## config.mk

```make
export PLATFORM = sky130hd
export DESIGN_NAME = tpc_port_cfg
export DESIGN_NICKNAME = d
export VERILOG_FILES = /design/src/tpc_pkg.sv /design/src/tpc_port_cfg.sv
export SDC_FILE = /design/constraint.sdc
export NUM_CORES = 1
export LEC_CHECK = 0
export BUFFER_PORTS_ARGS = -buffer_cell sky130_fd_sc_hd__buf_2
export CORE_UTILIZATION = 35
export DETAILED_ROUTE_END_ITERATION = 8
export GPL_TIMING_DRIVEN = 0
export MAX_ROUTING_LAYER = met4
export SYNTH_ARGS = -nofsm -noshare
export SYNTH_HDL_FRONTEND = slang
export SYNTH_SLANG_ARGS = --single-unit
```

## constraint.sdc

```tcl
create_clock -name clk -period 8.9 [get_ports clk]
set_input_delay 1.78 -clock clk [delete_from_list [all_inputs] [get_ports clk]]
set_output_delay 1.78 -clock clk [all_outputs]
set_load 0.01 [all_outputs]
```

## src/tpc_pkg.sv

```systemverilog
// package for the transmit/receive port and clock output configuration block
package tpc_pkg;

    // ------------------------------------------------------------
    // register map
    // ------------------------------------------------------------
    localparam logic [7:0] TPC_ADDR_TX_SET  = 8'h07;
    localparam logic [7:0] TPC_ADDR_RX_SET  = 8'h08;
    localparam logic [7:0] TPC_ADDR_DIE_REV = 8'h0F;

    // transmit settings fields
    localparam int TPC_TX_FMT_BIT  = 0;
    localparam int TPC_TX_EDGE_BIT = 1;
    localparam int TPC_INTERP_LSB  = 4;
    localparam logic [7:0] TPC_TX_MASK = 8'hF3;

    // receive / clock output fields
    localparam int TPC_RX_FMT_BIT   = 0;
    localparam int TPC_RX_EDGE_BIT  = 1;
    localparam int TPC_RX_TRI_BIT   = 3;
    localparam int TPC_CKA_DIS_BIT  = 4;
    localparam int TPC_CKB_DIS_BIT  = 5;
    localparam int TPC_CKA_OSC_BIT  = 6;
    localparam int TPC_CKB_QTR_BIT  = 7;
    localparam logic [7:0] TPC_RX_MASK = 8'hFB;

    // reset values
    localparam logic [7:0] TPC_TX_RST = 8'h10;
    localparam logic [7:0] TPC_RX_RST = 8'h00;
    localparam logic [1:0] TPC_PLL_RST = 2'h0;

    // interpolation codes
    localparam logic [3:0] TPC_INTERP_LPF    = 4'h1;
    localparam logic [3:0] TPC_INTERP_BYPASS = 4'h2;
    localparam logic [3:0] TPC_INTERP_BPF    = 4'h5;

    // data word width and sign bit
    localparam int TPC_DW = 10;
    localparam logic [9:0] TPC_SIGN = 10'h200;

    // pll multiplier codes: factors 1, 2, 4, 8
    localparam logic [1:0] TPC_PLL_X1 = 2'h0;
    localparam logic [1:0] TPC_PLL_X2 = 2'h1;
    localparam logic [1:0] TPC_PLL_X4 = 2'h2;
    localparam logic [1:0] TPC_PLL_X8 = 2'h3;

    // die revision: arbitrary neutral value
    localparam logic [7:0] TPC_DIE_REV_DEF = 8'h01;

    typedef enum logic [3:0] {
        TPC_FILT_LPF    = 4'b0001,
        TPC_FILT_BYPASS = 4'b0010,
        TPC_FILT_BPF    = 4'b0100,
        TPC_FILT_OFF    = 4'b1000
    } tpc_filt_t;

    // register write request
    typedef struct packed {
        logic       we;
        logic [7:0] addr;
        logic [7:0] wdata;
    } tpc_wr_t;

    // receive port bundle
    typedef struct packed {
        logic [9:0] data;
        logic [9:0] oen_n;
    } tpc_rx_bus_t;

endpackage

```

## src/tpc_port_cfg.sv

```systemverilog
// port configuration and auxiliary clock outputs of the modem front end
module tpc_port_cfg (
    // clock and reset
    input  wire logic                 clk,
    input  wire logic                 rstn,
    // register access, already decoded from the serial port
    input  wire tpc_pkg::tpc_wr_t     wr,
    input  wire logic [7:0]           rd_addr,
    output logic [7:0]                rd_data,
    // pll multiplier code from the clock source register
    input  wire logic [1:0]           pll_code,
    // oscillator and port clocks, asynchronous pins
    input  wire logic                 oscillator_input,
    input  wire logic                 transmit_port_clock,
    input  wire logic                 receive_port_clock,
    // transmit data pins
    input  wire logic [9:0]           tx_pin,
    output logic [9:0]                tx_word,
    output logic                      tx_word_valid,
    output logic                      tx_read_stb,
    output logic                      tx_interp_2x,
    output tpc_pkg::tpc_filt_t        tx_filter,
    // receive data from the converter and to the pins
    input  wire logic [9:0]           adc_word,
    output tpc_pkg::tpc_rx_bus_t      rx_bus,
    // auxiliary clock outputs
    output logic                      aux_clock_a,
    output logic                      second_aux_clock_alt
);
    import tpc_pkg::*;

    // ------------------------------------------------------------
    // registers
    // ------------------------------------------------------------
    logic [7:0] tx_set_q;
    logic [7:0] rx_set_q;
    logic [1:0] pll_q;

    // settings writes; undefined bits masked away
    always_ff @(posedge clk or negedge rstn) begin
        if (!rstn) begin
            tx_set_q <= TPC_TX_RST;
            rx_set_q <= TPC_RX_RST;
        end else if (wr.we) begin
            if (wr.addr == TPC_ADDR_TX_SET) begin
                tx_set_q <= wr.wdata & TPC_TX_MASK;
            end
            if (wr.addr == TPC_ADDR_RX_SET) begin
                rx_set_q <= wr.wdata & TPC_RX_MASK;
            end
        end
    end

    // pll code is a quasi-static setting from another register
    always_ff @(posedge clk or negedge rstn) begin
        if (!rstn) begin
            pll_q <= TPC_PLL_RST;
        end else begin
            pll_q <= pll_code;
        end
    end

    // read mux; die revision has no write path at all
    always_ff @(posedge clk or negedge rstn) begin
        if (!rstn) begin
            rd_data <= 8'h00;
        end else begin
            unique case (rd_addr)
                TPC_ADDR_TX_SET:  rd_data <= tx_set_q;
                TPC_ADDR_RX_SET:  rd_data <= rx_set_q;
                TPC_ADDR_DIE_REV: rd_data <= TPC_DIE_REV_DEF;
                default:          rd_data <= 8'h00;
            endcase
        end
    end

    // ------------------------------------------------------------
    // pin synchronisers
    // ------------------------------------------------------------
    logic [2:0] s1_q, s2_q, s3_q;
    logic [2:0] pins;
    assign pins = {oscillator_input, receive_port_clock,
                   transmit_port_clock};

    // first stage read only by the second
    always_ff @(posedge clk or negedge rstn) begin
        if (!rstn) begin
            s1_q <= 3'h0;
            s2_q <= 3'h0;
            s3_q <= 3'h0;
        end else begin
            s1_q <= pins;
            s2_q <= s1_q;
            s3_q <= s2_q;
        end
    end

    logic [2:0] rise, fall;
    assign rise = s2_q & ~s3_q;
    assign fall = ~s2_q & s3_q;

    logic [9:0] txp1_q, txp2_q;
    // data pins pass two flops too, aligned with the clock sync path
    always_ff @(posedge clk or negedge rstn) begin
        if (!rstn) begin
            txp1_q <= 10'h000;
            txp2_q <= 10'h000;
        end else begin
            txp1_q <= tx_pin;
            txp2_q <= txp1_q;
        end
    end

    // ------------------------------------------------------------
    // transmit capture
    // ------------------------------------------------------------
    logic tx_edge;
    assign tx_edge = tx_set_q[TPC_TX_EDGE_BIT] ? fall[0] : rise[0];

    // straight binary is turned into twos complement by flipping the msb
    always_ff @(posedge clk or negedge rstn) begin
        if (!rstn) begin
            tx_word       <= 10'h000;
            tx_word_valid <= 1'b0;
        end else begin
            tx_word_valid <= tx_edge;
            if (tx_edge) begin
                tx_word <= tx_set_q[TPC_TX_FMT_BIT] ? txp2_q
                                                    : txp2_q ^ TPC_SIGN;
            end
        end
    end

    // filter decode; unknown codes select TPC_FILT_OFF while tx_interp_2x stays high
    always_ff @(posedge clk or negedge rstn) begin
        if (!rstn) begin
            tx_filter    <= TPC_FILT_LPF;
            tx_interp_2x <= 1'b1;
        end else begin
            unique case (tx_set_q[TPC_INTERP_LSB +: 4])
                TPC_INTERP_LPF:    tx_filter <= TPC_FILT_LPF;
                TPC_INTERP_BYPASS: tx_filter <= TPC_FILT_BYPASS;
                TPC_INTERP_BPF:    tx_filter <= TPC_FILT_BPF;
                default:           tx_filter <= TPC_FILT_OFF;
            endcase
            tx_interp_2x <= tx_set_q[TPC_INTERP_LSB +: 4] != TPC_INTERP_BYPASS;
        end
    end

    // ------------------------------------------------------------
    // oscillator times L: L strobes per oscillator period
    // ------------------------------------------------------------
    logic [7:0] osc_per_q, osc_cnt_q;
    logic [7:0] step;
    logic [7:0] mul_acc_q;
    logic       mul_stb;
    logic [3:0] lfac;

    always_comb begin
        unique case (pll_q)
            TPC_PLL_X1: lfac = 4'h1;
            TPC_PLL_X2: lfac = 4'h2;
            TPC_PLL_X4: lfac = 4'h4;
            TPC_PLL_X8: lfac = 4'h8;
        endcase
    end

    // measure the oscillator period in system cycles
    always_ff @(posedge clk or negedge rstn) begin
        if (!rstn) begin
            osc_cnt_q <= 8'h00;
            osc_per_q <= 8'h01;
        end else if (rise[2]) begin
            osc_per_q <= (osc_cnt_q == 8'h00) ? 8'h01 : osc_cnt_q;
            osc_cnt_q <= 8'h01;
        end else if (osc_cnt_q != 8'hFF) begin
            osc_cnt_q <= osc_cnt_q + 8'h01;
        end
    end

    // fractional accumulator; rate is capped at the system clock
    // sum is one bit wider so a large step cannot wrap the compare
    logic [8:0] mul_sum;
    assign step    = {4'h0, lfac};
    assign mul_sum = {1'b0, mul_acc_q} + {1'b0, step};
    always_ff @(posedge clk or negedge rstn) begin
        if (!rstn) begin
            mul_acc_q <= 8'h00;
            mul_stb   <= 1'b0;
        end else if (mul_sum >= {1'b0, osc_per_q}) begin
            mul_acc_q <= 8'(mul_sum - {1'b0, osc_per_q});
            mul_stb   <= 1'b1;
        end else begin
            mul_acc_q <= 8'(mul_sum);
            mul_stb   <= 1'b0;
        end
    end

    // aux clock a needs two toggles per output period, so it runs its
    // own accumulator at twice the multiplied rate; caps at half clk
    logic [8:0] ck_sum;
    logic [7:0] ck_acc_q;
    logic       ck_stb;
    assign ck_sum = {1'b0, ck_acc_q} + {4'h0, lfac, 1'b0};
    always_ff @(posedge clk or negedge rstn) begin
        if (!rstn) begin
            ck_acc_q <= 8'h00;
            ck_stb   <= 1'b0;
        end else if (ck_sum >= {1'b0, osc_per_q}) begin
            ck_acc_q <= 8'(ck_sum - {1'b0, osc_per_q});
            ck_stb   <= 1'b1;
        end else begin
            ck_acc_q <= 8'(ck_sum);
            ck_stb   <= 1'b0;
        end
    end

    // buffer read strobe: every multiplied tick, or every second one
    logic half_q;
    always_ff @(posedge clk or negedge rstn) begin
        if (!rstn) begin
            half_q      <= 1'b0;
            tx_read_stb <= 1'b0;
        end else begin
            if (mul_stb) begin
                half_q <= ~half_q;
            end
            tx_read_stb <= mul_stb & (~tx_interp_2x | half_q);
        end
    end

    // ------------------------------------------------------------
    // receive port
    // ------------------------------------------------------------
    logic rx_edge;
    assign rx_edge = rx_set_q[TPC_RX_EDGE_BIT] ? fall[1] : rise[1];

    always_ff @(posedge clk or negedge rstn) begin
        if (!rstn) begin
            rx_bus.data  <= 10'h000;
            rx_bus.oen_n <= 10'h3FF;
        end else begin
            if (rx_edge) begin
                rx_bus.data <= rx_set_q[TPC_RX_FMT_BIT] ? adc_word ^ TPC_SIGN
                                                        : adc_word;
            end
            rx_bus.oen_n <= {10{rx_set_q[TPC_RX_TRI_BIT]}};
        end
    end

    // ------------------------------------------------------------
    // auxiliary clocks
    // ------------------------------------------------------------
    logic [1:0] osc_div_q;
    logic       mtog_q;

    // divide the oscillator by two and four on its sampled rising edges
    // counting both edges would give osc and osc/2 instead
    always_ff @(posedge clk or negedge rstn) begin
        if (!rstn) begin
            osc_div_q <= 2'h0;
            mtog_q    <= 1'b0;
        end else begin
            if (rise[2]) begin
                osc_div_q <= osc_div_q + 2'h1;
            end
            if (ck_stb) begin
                mtog_q <= ~mtog_q;
            end
        end
    end

    always_ff @(posedge clk or negedge rstn) begin
        if (!rstn) begin
            aux_clock_a          <= 1'b0;
            second_aux_clock_alt <= 1'b0;
        end else begin
            if (rx_set_q[TPC_CKA_DIS_BIT]) begin
                aux_clock_a <= 1'b0;
            end else begin
                aux_clock_a <= rx_set_q[TPC_CKA_OSC_BIT] ? s3_q[2]
                                                         : mtog_q;
            end
            if (rx_set_q[TPC_CKB_DIS_BIT]) begin
                second_aux_clock_alt <= 1'b0;
            end else begin
                second_aux_clock_alt <= rx_set_q[TPC_CKB_QTR_BIT]
                                        ? osc_div_q[1]
                                        : osc_div_q[0];
            end
        end
    end

endmodule

```

Yosys cells after proc, flatten, opt, wreduce, memory -nomap -nowiden --
Index checks and enable logic that the tools add are counted.
Cells by class: reductions and logical operators 5, add/sub/neg operators 6, bitwise gates (word level) 11, order comparisons 2, eq/ne operators 13, mux-type cells 18
Operator list (number):
- $mux 8 | 5
- $eq 8x4->1 const B | 3
- $pmux 8 s3 | 1
- $mux 10 | 2
- $ge 9x8->1 | 2
- $eq 8x3->1 const B | 2
- $pmux 4 s4 | 1
- $sub 8x8->8 | 2
- $pmux 4 s3 | 1
- $add 8x4->9 | 1
- $add 8x5->9 | 1
- $add 8x1->8 const B | 1
- $logic_not 8->1 | 1
- $mux 1 | 8
- $ne 8x8->1 const B | 1
- $not 1->1 | 5
- $eq 2x2->1 const B | 2
- $eq 4x1->1 const B | 1
- $eq 4x2->1 const B | 1
- $eq 4x3->1 const B | 1
- $ne 4x2->1 const B | 1
- $reduce_and 2->1 | 2
- $and 3x3->3 | 1
- $not 3->3 | 1
- 8 further kinds | 8
Storage, ports and cells: output and inout bits 47, logic and storage cells 82, register bits after elaboration 120

Longest topological paths before layout --
depth after elaboration 5, gate-level depth with buffers 16

Least setup slack after synthesis --
OpenSTA, ideal clock, no wires.
path type reg-to-reg, start point reg pll_q[1], end point reg mul_acc_q[2], path buffers 1, setup slack 5.499 ns, cell stages (with the launch flop) 14, library setup time 0.128 ns, arrival 3.274 ns, cell sequence dfrtp_1 -> nand2b_1 -> buf_6 -> xnor2_1 -> ha_1 -> o21ai_1 -> a2111oi_0 -> or3_1 -> ha_1 -> a2111oi_1 -> a211oi_1 -> nor3_4 -> inv_2 -> mux2_1
On the way: word-level cells in the longest chain between the ends 5, elaborated cells on any way between the ends 9
RTL lines:
- from (decl) | line tpc_port_cfg.sv:37 | logic [1:0] pll_q;
- from (signal assigned) | line tpc_port_cfg.sv:59 | pll_q <= pll_code;
- $eq 2x2->1 (tied with other cells) | line tpc_port_cfg.sv:160 | unique case (pll_q)
- $pmux 4 s4 (*) | line tpc_port_cfg.sv:160
- $add 8x4->9 (*) | line tpc_port_cfg.sv:185 | assign mul_sum = {1'b0, mul_acc_q} + {1'b0, step};
- $sub 8x8->8 or $ge 9x8->1 (tied branches) | line tpc_port_cfg.sv:191, tpc_port_cfg.sv:190
- $mux 8 (*) | line tpc_port_cfg.sv:190 | end else if (mul_sum >= {1'b0, osc_per_q}) begin
- to (signal assigned) | line tpc_port_cfg.sv:191 | mul_acc_q <= 8'(mul_sum - {1'b0, osc_per_q});
- to (signal assigned) | line tpc_port_cfg.sv:194 | mul_acc_q <= 8'(mul_sum);
- to (decl) | line tpc_port_cfg.sv:155 | logic [7:0] mul_acc_q;
Mark *: on every way between the ends. The rest lies on a longest branch, timed or not. A chain may end at the register's enable or synchronous reset.

Final worst setup path --
start point reg pll_q[0], end point reg mul_acc_q[4]
The elaborated chain is that of the path after synthesis.

==> reports/qor.log <==
qor: layout.num_antenna_cells 0
qor: layout.most-common-layout-cells sky130_fd_sc_hd__dfrtp_1, sky130_fd_sc_hd__buf_2, sky130_fd_sc_hd__mux2_2
qor: floorplanning.die-height 129.1 µm
qor: worst_setup_path.critical_path.most_common_cell sky130_fd_sc_hd__ha_1
qor: routing.detail_route.first_pass.iterations 4
qor: worst_setup_path.cp_cell_sequence buf_4 -> nor2_1 -> ha_1 -> ha_1 -> o21ai_1 -> and4_1 -> or3_1 -> ha_1 -> a2111oi_1 -> a211oi_1 -> nor3_4 -> inv_2 -> mux2_1
qor: worst_setup_path.crit_slowest_cell sky130_fd_sc_hd__a2111oi_1
qor: worst_setup_path.critPathMaxStageDelay 0.46 ns
qor: logic_synthesis.synth-seq-area-share 52.77%
qor: clock_tree.cts_post_setup_buffers_inserted 0
qor: clock_tree.tritoncts yes
qor: global_route.global_route.usage.met3 4.129%
qor: hold_path.hp-class flip-flop to flip-flop
qor: clock_tree.cts.clk_slew.worst_paths 0.05 ns
qor: routing.detail_route.iter0.violations 252
qor: timing.final.setup.tns 0 ns
qor: floorplanning.dieArea 0.01667 mm²
qor: hold_path.min_delay_path_depth 0
qor: logic_synthesis.post_synth_main_area_contributors sky130_fd_sc_hd__dfrtp_1, sky130_fd_sc_hd__mux2_2, sky130_fd_sc_hd__ha_1
qor: routing.via_count 4,052
qor: worst_setup_path.critical_path.endpoint_type flip-flop
qor: worst_setup_path.cp_max_fo 10
qor: timing.maxSlewViolCount 0
qor: routing.ant_nets 0
qor: global_route.grt_remaining_overflow 0
qor: clock_tree.clockBufferDepth 2
qor: worst_setup_path.worst-r2r-setup-slack 5.03 ns
qor: power.p_per_area 344.6 mW/mm²
qor: power.power.ir.vdd_worst 0.1375 mV
qor: logic_synthesis.synth-xor-area-share 3.717%
qor: global_route.globalRouteTotalUtil 15.40%
qor: timing.min_period_over_period 43.52%
qor: global_route.grt_antenna_before_repair 0
qor: power.finalPower 2.438 mW
qor: job.max-cap-violations 0
qor: logic_synthesis.largest_family_of_logic_cells_by_synthesized_area simple AND/OR/NAND/NOR gates
qor: clock_tree.ctsHoldBuffers 0
qor: worst_setup_path.start_kind flip-flop
qor: global_route.first_global_vias 4,038
qor: floorplanning.core.rowCount 46
qor: layout.drive_gt1_share 30.15%
qor: routing.wirelength 11,500 µm
qor: layout.layout.filler_cells 1,441
qor: layout.nets 683
qor: logic_synthesis.synth-compound-area-share 10.88%
qor: logic_synthesis.simple_logic_cell_fraction_of_the_synthesized_area 12.68%
qor: clock_tree.clk-insertion-delay-late 0.41 ns
qor: logic_synthesis.synth_fp_nets 567
qor: worst_setup_path.worst_path_dominant_cell_family simple AND/OR/NAND/NOR gates
qor: floorplanning.pin_count 99
qor: logic_synthesis.synth_top_cell_area_share 50.44%
qor: timing.maxClockFrequency 0.2582 GHz
qor: timing.timing.final.hold_violations 0
qor: worst_setup_path.r2r_cells 13
qor: logic_synthesis.syn_area_per_cell 11.57 µm²
qor: worst_setup_path.critPathArrivalTime 4.16 ns
qor: global_route.use_met1 18.46%
qor: layout.synthToLayoutAreaGrowth 25.07%
qor: floorplanning.initial_utilization 35.73%
qor: timing.max_slew_margin 56.43%
qor: worst_setup_path.worst_r2r_startpoint pll_q[0]
qor: clock_tree.number_of_buffers_created_by_cts 17
qor: routing.post_drt_wl_per_cell 13.81 µm
qor: global_route.first_pass_grt_wire_length 19,200 µm
qor: worst_setup_path.crit-reg2reg-capture mul_acc_q[4]
qor: floorplanning.core-area 0.01583 mm²
qor: logic_synthesis.synth.lib_cells_used.distinct 62
qor: worst_setup_path.critical_path_depth 13
qor: power.power.leakage 3.283 nW
qor: logic_synthesis.synthDominantAreaCellType sky130_fd_sc_hd__dfrtp_1
qor: layout.layout_commonest_cell sky130_fd_sc_hd__dfrtp_1
qor: outcome.status complete, no violations
qor: logic_synthesis.synth.area.mux_share 9.425%
qor: timing.finalWorstPathRequiredPeriod 3.873 ns
qor: logic_synthesis.synth-edff-count 0
qor: worst_setup_path.critical_path_buf_inv_count 2
qor: floorplanning.dieWidth 129.1 µm
qor: clock_tree.postCtsResizedCells 0
qor: timing.setup_viol_count_final 0
qor: place.placement.io_buffers 96
qor: timing.rsz0062_at_grt false
qor: global_route.grt_most_used_layer met2
qor: worst_setup_path.timing.critical_path.required 9.18 ns
qor: routing.viasPerCell 4.864
qor: clock_tree.root_buffer sky130_fd_sc_hd__clkbuf_16
qor: layout.layout.core_utilization 44.69%
qor: worst_setup_path.criticalPathCategory flip-flop to flip-flop
qor: place.dp_hpwl 8647 µm
qor: logic_synthesis.number_of_synthesized_register_bits 119
qor: timing.tightest_slew 0.6480 ns
qor: logic_synthesis.synth_area 0.005655 mm²
qor: worst_setup_path.end_of_the_critical_path mul_acc_q[4]
qor: logic_synthesis.post_synth_fa_ha_maj_area_fraction 6.018%
qor: routing.drc 0
qor: worst_setup_path.critical_path.startpoint pll_q[0]
qor: logic_synthesis.yosys_warnings 0
qor: global_route.grt_start_max_net_pins 104
qor: logic_synthesis.synth_async_sr_flop_share 100.0%
qor: place.routabilityCongestion 0.7940
qor: clock_tree.cts_htree_levels 4
qor: clock_tree.clkSinkCount 119
qor: logic_synthesis.synthCells 489
qor: global_route.gr-usage-met2 24.76%
qor: logic_synthesis.ys.flop_type sky130_fd_sc_hd__dfrtp_1
qor: timing.worst_clock_skew 0.005129 ns
[logic make-up after synthesis]
| group | after synthesis |
|---|---|
| fa+ha+maj | 26 |
| xor+xnor | 24 |
| compound gates | 89 |
| flops | 119 |
| buf+inv | 53 |
| simple gates | 129 |
| mux | 48 |
| other cells | 1 |
[cell usage after synthesis (6+ instances only)]
cell	instances
sky130_fd_sc_hd__nor2_1	28
sky130_fd_sc_hd__mux2i_1	6
sky130_fd_sc_hd__xor2_1	14
sky130_fd_sc_hd__nand4_1	10
sky130_fd_sc_hd__nand2_1	29
sky130_fd_sc_hd__nand2b_1	10
sky130_fd_sc_hd__inv_1	31
sky130_fd_sc_hd__a21oi_1	19
sky130_fd_sc_hd__or3_1	6
sky130_fd_sc_hd__o21ai_0	18
sky130_fd_sc_hd__dfrtp_1	114
sky130_fd_sc_hd__a22o_1	6
sky130_fd_sc_hd__clkbuf_1	7
sky130_fd_sc_hd__nor3_1	9
sky130_fd_sc_hd__nand3_1	7
sky130_fd_sc_hd__xnor2_1	10
sky130_fd_sc_hd__mux2_1	9
sky130_fd_sc_hd__mux2_2	33
sky130_fd_sc_hd__buf_4	11
sky130_fd_sc_hd__ha_1	24
[stage by stage]
stage | setup slack, ns | cell area, µm² | hold WS (ns) | instances
after floorplan | 5.499 | 5655 | 0.3312 | 489
after global placement | 4.635 | 6406 | 0.3316 | 801
after detailed placement | 5.044 | 6440 | 0.3347 | 802
after CTS | 5.011 | 7073 | 0.3482 | 833
after global routing | 4.770 | 7073 | 0.3517 | 833
final | 5.027 | 7073 | 0.3466 | 833
[layer usage]
layer	vias up	wire [µm]
li1	1967	-
met3	13	420
met1	1985	5211
met4	0	153
met5	-	0
met2	87	5715
[where the power goes]
| group | total, mW | switching, mW | internal [mW] |
|---|---|---|---|
| sequential | 0.728 | 0.0750 | 0.653 |
| combinational | 0.977 | 0.539 | 0.438 |
| clock | 0.733 | 0.237 | 0.496 |
[worst min-delay path by stage]
stage,startpoint,to,slack [ns]
after floorplan,s1_q[0],s2_q[0],0.33
after global placement,txp1_q[2],txp2_q[2],0.33
after detailed placement,s1_q[1],s2_q[1],0.33
final,txp1_q[2],txp2_q[2],0.35
after global routing,txp1_q[8],txp2_q[8],0.35
after CTS,txp1_q[8],txp2_q[8],0.35
[layout make-up]
cell class / instances / area [µm²] / area share, %
tap: 216 / 270.3 / 3.821
clock inverter: 12 / 200.2 / 2.830
clock buffer: 19 / 432.9 / 6.121
inverter: 33 / 126.4 / 1.787
timing repair buffer: 97 / 514.2 / 7.270
multi-input combinational: 317 / 2420 / 34.21
sequential: 119 / 2984 / 42.19
buffer: 20 / 125.1 / 1.769
[registers in the layout, indices dropped and copies added, names as in the netlist, 4 cells and up]
signal and flops:
txp2_q 10, ck_acc_q 8, mul_acc_q 8, rx_set_q 7
rx_bus 11, tx_word 10, tx_filter 4, rd_data 7
tx_set_q 6, txp1_q 10, osc_per_q 8, osc_cnt_q 8
No activity file was read; power rests on OpenSTA's default activity.
